--- src/include/plm_pkg.sv ---
// ****************************************************************
// port line mode control package
// ****************************************************************
package plm_pkg;

    // register indices, the byte address on the bus is the index times four
    localparam logic [7:0] ADDR_PORT_RESET_POWER_CONTROL  = 8'h40;
    localparam logic [7:0] ADDR_PORT_LINE_CONTROL         = 8'h42;
    localparam logic [7:0] ADDR_PORT_CLOCK_SELECT_CONTROL = 8'h44;
    localparam int         ADDR_SHIFT                     = 2;

    // reset values
    localparam logic [15:0] RESET_RESET_POWER  = 16'h0006;
    localparam logic [15:0] RESET_LINE_CONTROL = 16'h0000;
    localparam logic [15:0] RESET_CLOCK_SELECT = 16'h0000;

    // writable bit masks, everything else reads zero
    localparam logic [15:0] MASK_RESET_POWER  = 16'h0007;
    localparam logic [15:0] MASK_LINE_CONTROL = 16'hF738;
    localparam logic [15:0] MASK_CLOCK_SELECT = 16'h36FE;

    // reset and power field positions
    localparam int BIT_PORT_RESET     = 0;
    localparam int BIT_DATAPATH_RESET = 1;
    localparam int BIT_POWER_DOWN     = 2;

    // line control field positions
    localparam int BIT_TX_LINE_OUTPUT_ENABLE = 15;
    localparam int BIT_TX_LINE_TRISTATE      = 14;
    localparam int BIT_RX_MONITOR_PREAMP     = 13;
    localparam int BIT_TX_BUILD_OUT          = 12;
    localparam int POS_LINE_MODE             = 8;
    localparam int POS_FRAMING_MODE          = 3;

    // clock select field positions
    localparam int BIT_RX_CLOCK_OUT_SELECT     = 13;
    localparam int BIT_RX_FRAME_OUT_SELECT     = 12;
    localparam int BIT_TX_CLOCK_OUT_SELECT     = 10;
    localparam int BIT_TX_FRAME_OUT_SELECT     = 9;
    localparam int POS_PORT_8K_SOURCE_SELECT   = 6;
    localparam int BIT_PORT_8K_REFERENCE       = 5;
    localparam int BIT_LOOP_TIMING_ENABLE      = 4;
    localparam int BIT_RATE_ADAPTER_CLK_DIS    = 3;
    localparam int BIT_RX_FRAMER_TIMING_SELECT = 2;
    localparam int BIT_TX_FRAMER_TIMING_SELECT = 1;

    // line mode codes
    localparam logic [2:0] LINE_MODE_OFF     = 3'h0;
    localparam logic [2:0] LINE_MODE_LIU     = 3'h1;
    localparam logic [2:0] LINE_MODE_JA_TX   = 3'h2;
    localparam logic [2:0] LINE_MODE_JA_RX   = 3'h3;

    // framing mode codes
    localparam logic [2:0] FRAME_DS3_CBIT  = 3'h0;
    localparam logic [2:0] FRAME_DS3_M13   = 3'h1;
    localparam logic [2:0] FRAME_E3_G751   = 3'h2;
    localparam logic [2:0] FRAME_E3_G832   = 3'h3;
    localparam logic [2:0] FRAME_DS3_CLEAR = 3'h4;

    // software reset minimum width
    localparam int RESET_MIN_NS    = 100;
    localparam int CLK_PERIOD_NS   = 10;
    localparam int RESET_MIN_CYCLES = (RESET_MIN_NS + CLK_PERIOD_NS - 1) / CLK_PERIOD_NS;

    // ahb transfer type and response
    localparam logic [1:0] HTRANS_NONSEQ = 2'h2;
    localparam logic       HRESP_OKAY    = 1'b0;

    // decoded line interface configuration
    typedef struct packed {
        logic       lineInterfaceUnitOn;
        logic       jitterAttenuatorTx;
        logic       jitterAttenuatorRx;
        logic       unipolar;
        logic       amiCoding;
        logic       txBuildOutActive;
        logic       rxPreampOn;
        logic       txDiffFloat;
    } plm_line_cfg_s;

    // decoded framing configuration
    typedef struct packed {
        logic       isE3;
        logic       clearChannel;
        logic       cbit;
        logic       g832;
    } plm_frame_cfg_s;

    // decoded clocking and pin function selects
    typedef struct packed {
        logic       rxClockOutSel;
        logic       rxFrameOutSel;
        logic       txClockOutSel;
        logic       txFrameOutSel;
        logic       port8kFromTx;
        logic       port8kValid;
        logic       port8kLocal;
        logic       txClockFromRx;
        logic       txClockFromAdapter;
        logic       rxTimingInput;
        logic       txTimingInput;
    } plm_clock_cfg_s;

    // port state
    typedef enum logic [2:0] {
        ST_HELD    = 3'b001,
        ST_RUN     = 3'b010,
        ST_POWERED = 3'b100
    } plm_state_e;

endpackage

--- src/core/port_line_mode_control.sv ---
// How it works
// RULE_01: power-down bit gates port clocks, set at reset
// RULE_02: datapath reset holds data-path registers at default
// RULE_03: any general reset leaves datapath reset at one
// RULE_04: port reset defaults all registers except itself
// RULE_05: effective reset is soft, hard pin, global ORed
// RULE_06: software holds reset bits at least 100ns
// RULE_07: output enable low forces line outputs low
// RULE_08: tristate floats diff outputs unless unit off
// RULE_09: monitor bit enables receive 20 dB preamp
// RULE_10: build-out shapes 225 feet, DS3 line mode only
// RULE_11: line mode selects unit, attenuator, coding
// RULE_12: framing mode selects DS3/E3 framing, default C-bit
// RULE_13: receive clock select picks shared pin function
// RULE_14: receive frame select picks enable or start-of-frame
// RULE_15: transmit clock select picks gapped or output clock
// RULE_16: transmit frame select picks enable or start-of-frame
// RULE_17: 8 kHz source picks receive or transmit clock
// RULE_18: 8 kHz reference select picks global or port
// RULE_19: loop timing clocks transmitter from receive side
// RULE_20: rate-adapter bit excludes adapter clocks from transmit
// RULE_21: receive timing select picks input or output clocks
// RULE_22: transmit timing select sets transmit pin clock reference
// RULE_23: transmit timing zero output clocks, one input
// RULE_24: reserved bits read zero, writes ignored
//
// Chosen here: the AHB-Lite slave port.
`timescale 1ns/100ps
`default_nettype none

module port_line_mode_control (
    // clock and reset
    input  wire logic                      core_clk,
    input  wire logic                      rstn,
    // hardware and global reset requests, zero-suppress disable and loopback status
    input  wire logic                      hwResetn,
    input  wire logic                      globalReset,
    input  wire logic                      txZeroSuppressDisable,
    input  wire logic                      loopbackActive,
    // ahb-lite slave
    input  wire logic                      hsel,
    input  wire logic [9:0]                haddr,
    input  wire logic [1:0]                htrans,
    input  wire logic                      hwrite,
    input  wire logic [2:0]                hsize,
    input  wire logic [31:0]               hwdata,
    input  wire logic                      hready,
    output logic      [31:0]               hrdata,
    output logic                           hreadyout,
    output logic                           hresp,
    // port control outputs
    output logic                           portClockEnable,
    output logic                           datapathResetActive,
    output logic                           portResetActive,
    output logic                           txLineOutputEnable,
    output plm_pkg::plm_line_cfg_s         lineCfg,
    output plm_pkg::plm_frame_cfg_s        frameCfg,
    output plm_pkg::plm_clock_cfg_s        clockCfg,
    output logic      [2:0]                framingMode,
    output plm_pkg::plm_state_e            portState
);
    import plm_pkg::*;

    // ****************************************************************
    // registers
    // ****************************************************************
    logic [15:0]        resetPower;        // power down and reset bits
    logic [15:0]        lineControl;       // line interface settings
    logic [15:0]        clockSelect;       // clocking selects
    logic [15:0]        next_resetPower;
    logic [15:0]        next_lineControl;
    logic [15:0]        next_clockSelect;

    // bus data phase state
    logic               wrPending;         // write data phase due
    logic [7:0]         wrAddr;            // latched write address
    logic [31:0]        next_hrdata;
    logic               next_wrPending;
    logic [7:0]         next_wrAddr;

    // effective port reset term
    logic               effReset;
    logic               addrPhase;
    logic [15:0]        readWord;
    logic [15:0]        wdata;
    logic [7:0]         regIndex;          // word index taken from the byte address

    // registered outputs next values
    logic               next_portClockEnable;
    logic               next_datapathResetActive;
    logic               next_portResetActive;
    logic               next_txLineOutputEnable;
    plm_line_cfg_s      next_lineCfg;
    plm_frame_cfg_s     next_frameCfg;
    plm_clock_cfg_s     next_clockCfg;
    logic [2:0]         next_framingMode;
    plm_state_e         next_portState;
    logic [2:0]         lm;
    logic [2:0]         fm;

    // ****************************************************************
    // effective reset and bus decode
    // ****************************************************************
    // soft port reset ORed with inverted hardware pin and global reset
    assign effReset  = resetPower[BIT_PORT_RESET] | ~hwResetn | globalReset; // RULE_05
    assign addrPhase = hsel & hready & (htrans == HTRANS_NONSEQ);
    assign wdata     = hwdata[15:0];
    assign regIndex  = haddr[ADDR_SHIFT +: 8];

    // read mux, unmapped addresses read zero
    always_comb begin
        case (regIndex)
            ADDR_PORT_RESET_POWER_CONTROL:  readWord = resetPower & MASK_RESET_POWER;   // RULE_24
            ADDR_PORT_LINE_CONTROL:         readWord = lineControl & MASK_LINE_CONTROL;
            ADDR_PORT_CLOCK_SELECT_CONTROL: readWord = clockSelect & MASK_CLOCK_SELECT;
            default:                        readWord = 16'h0000;
        endcase
    end

    // ****************************************************************
    // register next values
    // ****************************************************************
    always_comb begin
        next_resetPower  = resetPower;
        next_lineControl = lineControl;
        next_clockSelect = clockSelect;
        next_wrPending   = 1'b0;
        next_wrAddr      = wrAddr;
        next_hrdata      = hrdata;
        // address phase: capture write target or load read data
        if (addrPhase) begin
            next_wrPending = hwrite;
            next_wrAddr    = regIndex;
            if (!hwrite) begin
                next_hrdata = {16'h0000, readWord};
            end
        end
        // data phase write, reserved bits masked off
        if (wrPending) begin
            case (wrAddr)
                ADDR_PORT_RESET_POWER_CONTROL: begin
                    next_resetPower = wdata & MASK_RESET_POWER; // RULE_24
                end
                ADDR_PORT_LINE_CONTROL: begin
                    next_lineControl = wdata & MASK_LINE_CONTROL;
                end
                ADDR_PORT_CLOCK_SELECT_CONTROL: begin
                    next_clockSelect = wdata & MASK_CLOCK_SELECT;
                end
                default: begin
                    next_wrAddr = wrAddr;
                end
            endcase
        end
        // hard or global reset, or soft reset for all but itself
        if (effReset) begin
            next_lineControl = RESET_LINE_CONTROL; // RULE_04
            next_clockSelect = RESET_CLOCK_SELECT;
            next_resetPower  = {RESET_RESET_POWER[15:1], next_resetPower[BIT_PORT_RESET]}; // RULE_04
            next_resetPower[BIT_DATAPATH_RESET] = 1'b1; // RULE_03
            if (!hwResetn || globalReset) begin
                next_resetPower[BIT_PORT_RESET] = 1'b0;
            end
        end
    end

    // register stage
    always_ff @(posedge core_clk) begin
        if (!rstn) begin
            resetPower  <= RESET_RESET_POWER; // RULE_01
            lineControl <= RESET_LINE_CONTROL;
            clockSelect <= RESET_CLOCK_SELECT;
            wrPending   <= 1'b0;
            wrAddr      <= 8'h00;
            hrdata      <= 32'h0000_0000;
        end else begin
            resetPower  <= next_resetPower;
            lineControl <= next_lineControl;
            clockSelect <= next_clockSelect;
            wrPending   <= next_wrPending;
            wrAddr      <= next_wrAddr;
            hrdata      <= next_hrdata;
        end
    end

    // ****************************************************************
    // decode of control fields
    // ****************************************************************
    always_comb begin
        lm = lineControl[POS_LINE_MODE +: 3];
        fm = lineControl[POS_FRAMING_MODE +: 3];
        // power gating: clocks stop while powered down
        next_portClockEnable     = ~resetPower[BIT_POWER_DOWN]; // RULE_01
        // software keeps these high at least the minimum width
        next_datapathResetActive = resetPower[BIT_DATAPATH_RESET] | effReset; // RULE_02 RULE_06
        next_portResetActive     = effReset; // RULE_04
        next_txLineOutputEnable  = lineControl[BIT_TX_LINE_OUTPUT_ENABLE]; // RULE_07
        // line mode table
        next_lineCfg = '0;
        next_lineCfg.unipolar  = lm[2]; // RULE_11
        next_lineCfg.amiCoding = txZeroSuppressDisable & ~lm[2];
        case (lm)
            LINE_MODE_LIU: begin
                next_lineCfg.lineInterfaceUnitOn = 1'b1;
            end
            LINE_MODE_JA_TX: begin
                next_lineCfg.lineInterfaceUnitOn = 1'b1;
                next_lineCfg.jitterAttenuatorTx  = 1'b1;
            end
            LINE_MODE_JA_RX: begin
                next_lineCfg.lineInterfaceUnitOn = 1'b1;
                next_lineCfg.jitterAttenuatorRx  = 1'b1;
            end
            default: begin
                next_lineCfg.lineInterfaceUnitOn = 1'b0;
            end
        endcase
        // tristate only meaningful with the line unit powered
        next_lineCfg.txDiffFloat = lineControl[BIT_TX_LINE_TRISTATE] & next_lineCfg.lineInterfaceUnitOn; // RULE_08
        next_lineCfg.rxPreampOn  = lineControl[BIT_RX_MONITOR_PREAMP]; // RULE_09
        // framing table, decoded first so build-out sees this cycle's value
        next_framingMode       = fm; // RULE_12
        next_frameCfg.isE3     = (fm == FRAME_E3_G751) | (fm == FRAME_E3_G832) | (fm[2:1] == 2'b11);
        next_frameCfg.clearChannel = fm[2];
        next_frameCfg.cbit     = (fm == FRAME_DS3_CBIT);
        next_frameCfg.g832     = (fm == FRAME_E3_G832);
        // build-out only in DS3 framing with line unit on
        next_lineCfg.txBuildOutActive = lineControl[BIT_TX_BUILD_OUT] & next_lineCfg.lineInterfaceUnitOn
                                        & ~next_frameCfg.isE3; // RULE_10
        // pin function selects
        next_clockCfg.rxClockOutSel = clockSelect[BIT_RX_CLOCK_OUT_SELECT]; // RULE_13
        next_clockCfg.rxFrameOutSel = clockSelect[BIT_RX_FRAME_OUT_SELECT]; // RULE_14
        next_clockCfg.txClockOutSel = clockSelect[BIT_TX_CLOCK_OUT_SELECT]; // RULE_15
        next_clockCfg.txFrameOutSel = clockSelect[BIT_TX_FRAME_OUT_SELECT]; // RULE_16
        // 8 kHz source: 1x valid, low bit picks transmit
        next_clockCfg.port8kValid  = clockSelect[POS_PORT_8K_SOURCE_SELECT + 1]; // RULE_17
        next_clockCfg.port8kFromTx = clockSelect[POS_PORT_8K_SOURCE_SELECT];
        next_clockCfg.port8kLocal  = clockSelect[BIT_PORT_8K_REFERENCE]; // RULE_18
        // transmit clock source selection
        next_clockCfg.txClockFromRx = clockSelect[BIT_LOOP_TIMING_ENABLE]; // RULE_19
        next_clockCfg.txClockFromAdapter = ~clockSelect[BIT_RATE_ADAPTER_CLK_DIS]
                                           & ~loopbackActive; // RULE_20
        next_clockCfg.rxTimingInput = clockSelect[BIT_RX_FRAMER_TIMING_SELECT]; // RULE_21
        next_clockCfg.txTimingInput = clockSelect[BIT_TX_FRAMER_TIMING_SELECT]; // RULE_22 RULE_23
        // port state summary
        if (resetPower[BIT_POWER_DOWN]) begin
            next_portState = ST_POWERED;
        end else if (next_datapathResetActive) begin
            next_portState = ST_HELD;
        end else begin
            next_portState = ST_RUN;
        end
    end

    // output register stage
    always_ff @(posedge core_clk) begin
        if (!rstn) begin
            portClockEnable     <= 1'b0;
            datapathResetActive <= 1'b1;
            portResetActive     <= 1'b0;
            txLineOutputEnable  <= 1'b0;
            lineCfg             <= '0;
            frameCfg            <= '0;
            clockCfg            <= '0;
            framingMode         <= 3'h0;
            portState           <= ST_POWERED;
            hreadyout           <= 1'b1;
            hresp               <= HRESP_OKAY;
        end else begin
            portClockEnable     <= next_portClockEnable;
            datapathResetActive <= next_datapathResetActive;
            portResetActive     <= next_portResetActive;
            txLineOutputEnable  <= next_txLineOutputEnable;
            lineCfg             <= next_lineCfg;
            frameCfg            <= next_frameCfg;
            clockCfg            <= next_clockCfg;
            framingMode         <= next_framingMode;
            portState           <= next_portState;
            hreadyout           <= 1'b1;
            hresp               <= HRESP_OKAY;
        end
    end

endmodule

`default_nettype wire

--- config.mk ---
export PLATFORM = sky130hd
export DESIGN_NAME = port_line_mode_control
export DESIGN_NICKNAME = d
export VERILOG_FILES = /design/src/include/plm_pkg.sv /design/src/core/port_line_mode_control.sv
export SDC_FILE = /design/constraint.sdc
export NUM_CORES = 1
export LEC_CHECK = 0
export BUFFER_PORTS_ARGS = -buffer_cell sky130_fd_sc_hd__clkbuf_2
export CAP_MARGIN = 20
export CORE_ASPECT_RATIO = 1.4
export CORE_MARGIN = 4
export CORE_UTILIZATION = 49
export DETAILED_ROUTE_END_ITERATION = 8
export PLACE_DENSITY = 0.76
export SLEW_MARGIN = 20
export SYNTH_ARGS = -nofsm -noshare
export SYNTH_HDL_FRONTEND = slang
export SYNTH_SLANG_ARGS = --single-unit
--- constraint.sdc ---
create_clock -name core_clk -period 1.8 [get_ports core_clk]
set_input_delay 0.36 -clock core_clk [delete_from_list [all_inputs] [get_ports core_clk]]
set_output_delay 0.36 -clock core_clk [all_outputs]
set_load 0.03 [all_outputs]
==> flow_summary.yaml <==
outcome:
  outcome: "finished clean"
placed_design:
  placed_cell_area_mm2: 0.00375
  pre_cts_ws_ns: 0.165
  gp_congestion: 0.820
  dp_hpwl_um: 5340
  port_buffers: 81
yosys:
  synth_largest_area_cell: "dfxtp_1"
  yosys_warnings: 0
  synth-edff-count: 0
  synth-simple-area-share_pct: 22.9
  ys_seq_area_share_pct: 48.8
  yosysTopAreaCellShare_pct: 48.8
  synth_fa_ha_area_share_pct: 0
  synth.distinct_cells: 41
  postSynth.asyncResetShare_pct: 0
  synth_area_per_cell_um2: 9.98
  synthMuxAreaShare_pct: 10.3
  netlist_instances: 329
  ys.flop_type: "dfxtp_1"
  synth_top_family_by_area: "simple AND/OR/NAND/NOR gates"
  synth_compound_area_share_pct: 9.87
  synth_xor_area_share_pct: 0
  syn_area_mm2: 0.00328
  ys_ff_latch: 80
  synth.area.top_cells: "dfxtp_1, mux2i_1, nand2_1"
sta:
  period_needed_ns: 1.63
  setup_tns_ns: 0
  maxSlewViolCount: 0
  setup_violations: 0
  timing.fmax_mhz: 612
  grt_setup_unrepaired: "no"
  tightestPinTransition_ns: 0.556
  hold_violations: 0
  skew_ns: 0.0144
  timing.slew.headroom_pct: 62.9
  min_period_over_period_pct: 90.8
  fin_ws_ns: 0.165
global_route:
  first_global_vias: 2587
  antenna_found_initial: 0
  grt_first_pass_wirelength_um: 11900
  groute.usage.overall_pct: 18.1
  grt_start_max_net_pins: 47
  overflow: 0
clocking:
  hold_buffers: 0
  htreeDepth: 3
  cts.clk_slew.worst_paths_ns: 0.08
  cts_tree: "yes"
  cts_setup_buffers: 0
  cts_made_buffers: 9
  clk_latency_ns: 0.35
  ctsResizeCount: 0
  ctsRootBufferMaster: "clkbuf_8"
  cts_sinks: 80
  clockBufferDepth: 2
final_layout:
  syn_to_final_growth_pct: 20.6
  final_common_cell: "clkbuf_2"
  seqCellArea_mm2: 0.00160
  drive_gt1_share_pct: 29.9
  final_cell_mix: "clkbuf_2, dfxtp_1, nand2_1"
  nFillCells: 586
  fin_util_pct: 60.3
  final_area_mm2: 0.00396
  antenna_cells: 0
  final_nets: 466
  multi_input_area_mm2: 0.00150
floorplan:
  coreArea_mm2: 0.00657
  die_area_mm2: 0.00810
  die_h_um: 105
  ios: 123
  rows: 35
  dieWidth_um: 77.2
  start_util_pct: 50.0
drt:
  vias_per_cell: 5.28
  vias: 2583
  wl_met3_um: 432
  route.met2.wl_um: 3610
  remaining_drc_errors: 0
  wl_um: 7110
  drtAntennaViolNets: 0
  dr.pass1.iters: 4
  drt-met1-wl_um: 2950
  routedWlPerCell_um: 14.5
  drt-initial-drc-count: 138
  dr.max_layer_used: "met4"
job:
  maxCapViolCount: 0
min_path:
  hold_path_class: "in -> reg"
power:
  power_leakage_uw: 0.00160
  ir_worst_vdd_uv: 618
  powerDensity_mw_per_mm2: 855
critical_path:
  startpoint_type: "flop"
  crit_arrival_ns: 1.90
  cp.required_ns: 2.06
  crit_chain: "or4_4 -> nor3_4 -> buf_12 -> mux2i_1"
  crit_fanout: 10
  cpMaxStageDelayCell: "or4_4"
  end_kind: "flop"
  critPathKind: "reg -> reg"
  critical-path-max-stage-delay_ns: 0.60
[per-stage QoR]
step	hold slack [ns]	total power (µW)	std cells
after floorplan	0.417	2010	346
after global placement	0.448	2060	473
after detailed placement	0.447	2070	473
after CTS	0.157	3420	489
after global routing	0.174	3510	489
final	0.178	3390	489
[cells in the mapped netlist (all sizes together), types with 2 or more instances]
cell type  instances
a22oi              7
nand3b             7
nor2b              7
mux2i             26
inv                5
and3               2
buf               29
clkbuf            10
o211ai             8
nor4b              2
o2bb2ai           15
and2              19
mux2               7
a31o               3
nor2               6
conb               2
nand4bb            2
and3b              3
dfxtp             80
nand4              4
nand3             16
nand2             51
nor3               3
o21a               2
[critical path, delay by kind of cell, from the launching register on]
family	cells	cell delay, ns
simple gates	2	0.82
flops	1	0.37
buf+inv	1	0.17
mux	1	0.19
[sequential cells by signal, summed over array words and instances, names as in the netlist]
register and flops:
clockCfg 11, clockSelect 11, datapathResetActive 1, frameCfg 4, framingMode 2, hrdata 15
lineCfg 8, lineControl 10, portClockEnable 1, portResetActive 1, portState 3, resetPower 3
txLineOutputEnable 1, wrAddr 8, wrPending 1
[cell type report]
type                    count  area share [%]
flip-flops and latches     80            40.4
inverters                   5           0.474
repair buffers             92            13.6
clock buffers              10            3.47
well taps                  74            2.34
clock inverters             6            1.86
multi-input cells         222            37.9
[power by group]
group          switching, µW  internal (µW)
clock                    664            696
combinational            161           80.9
sequential              7.77           1780
[final timing paths]
check	start	end	slack, ns	cells past startpoint
worst min-delay path	loopbackActive	clockCfg[2]	0.18	2
worst min register to register	clockSelect[7]	hrdata[7]	0.46	2
worst max-delay path	wrAddr[0]	lineControl[13]	0.17	4
worst max register to register	wrAddr[0]	lineControl[13]	0.17	4
[logic make-up (layout without fill, tap and decap cells)]
family | after synthesis | count (layout)
compound gates | 40 | 40
simple gates | 130 | 130
buf+inv | 44 | 113
other cells | 2 | 19
mux | 33 | 33
flops | 80 | 80
[metal layers]
metal | GRT usage (%) | vias to the layer above
met1 | 21.7 | 1224
met2 | 30.6 | 87
met4 | 7.51 | 0
li1 | - | 1263
met3 | 4.57 | 9
met5 | 0 | -
No activity file was read; power rests on OpenSTA's default activity.
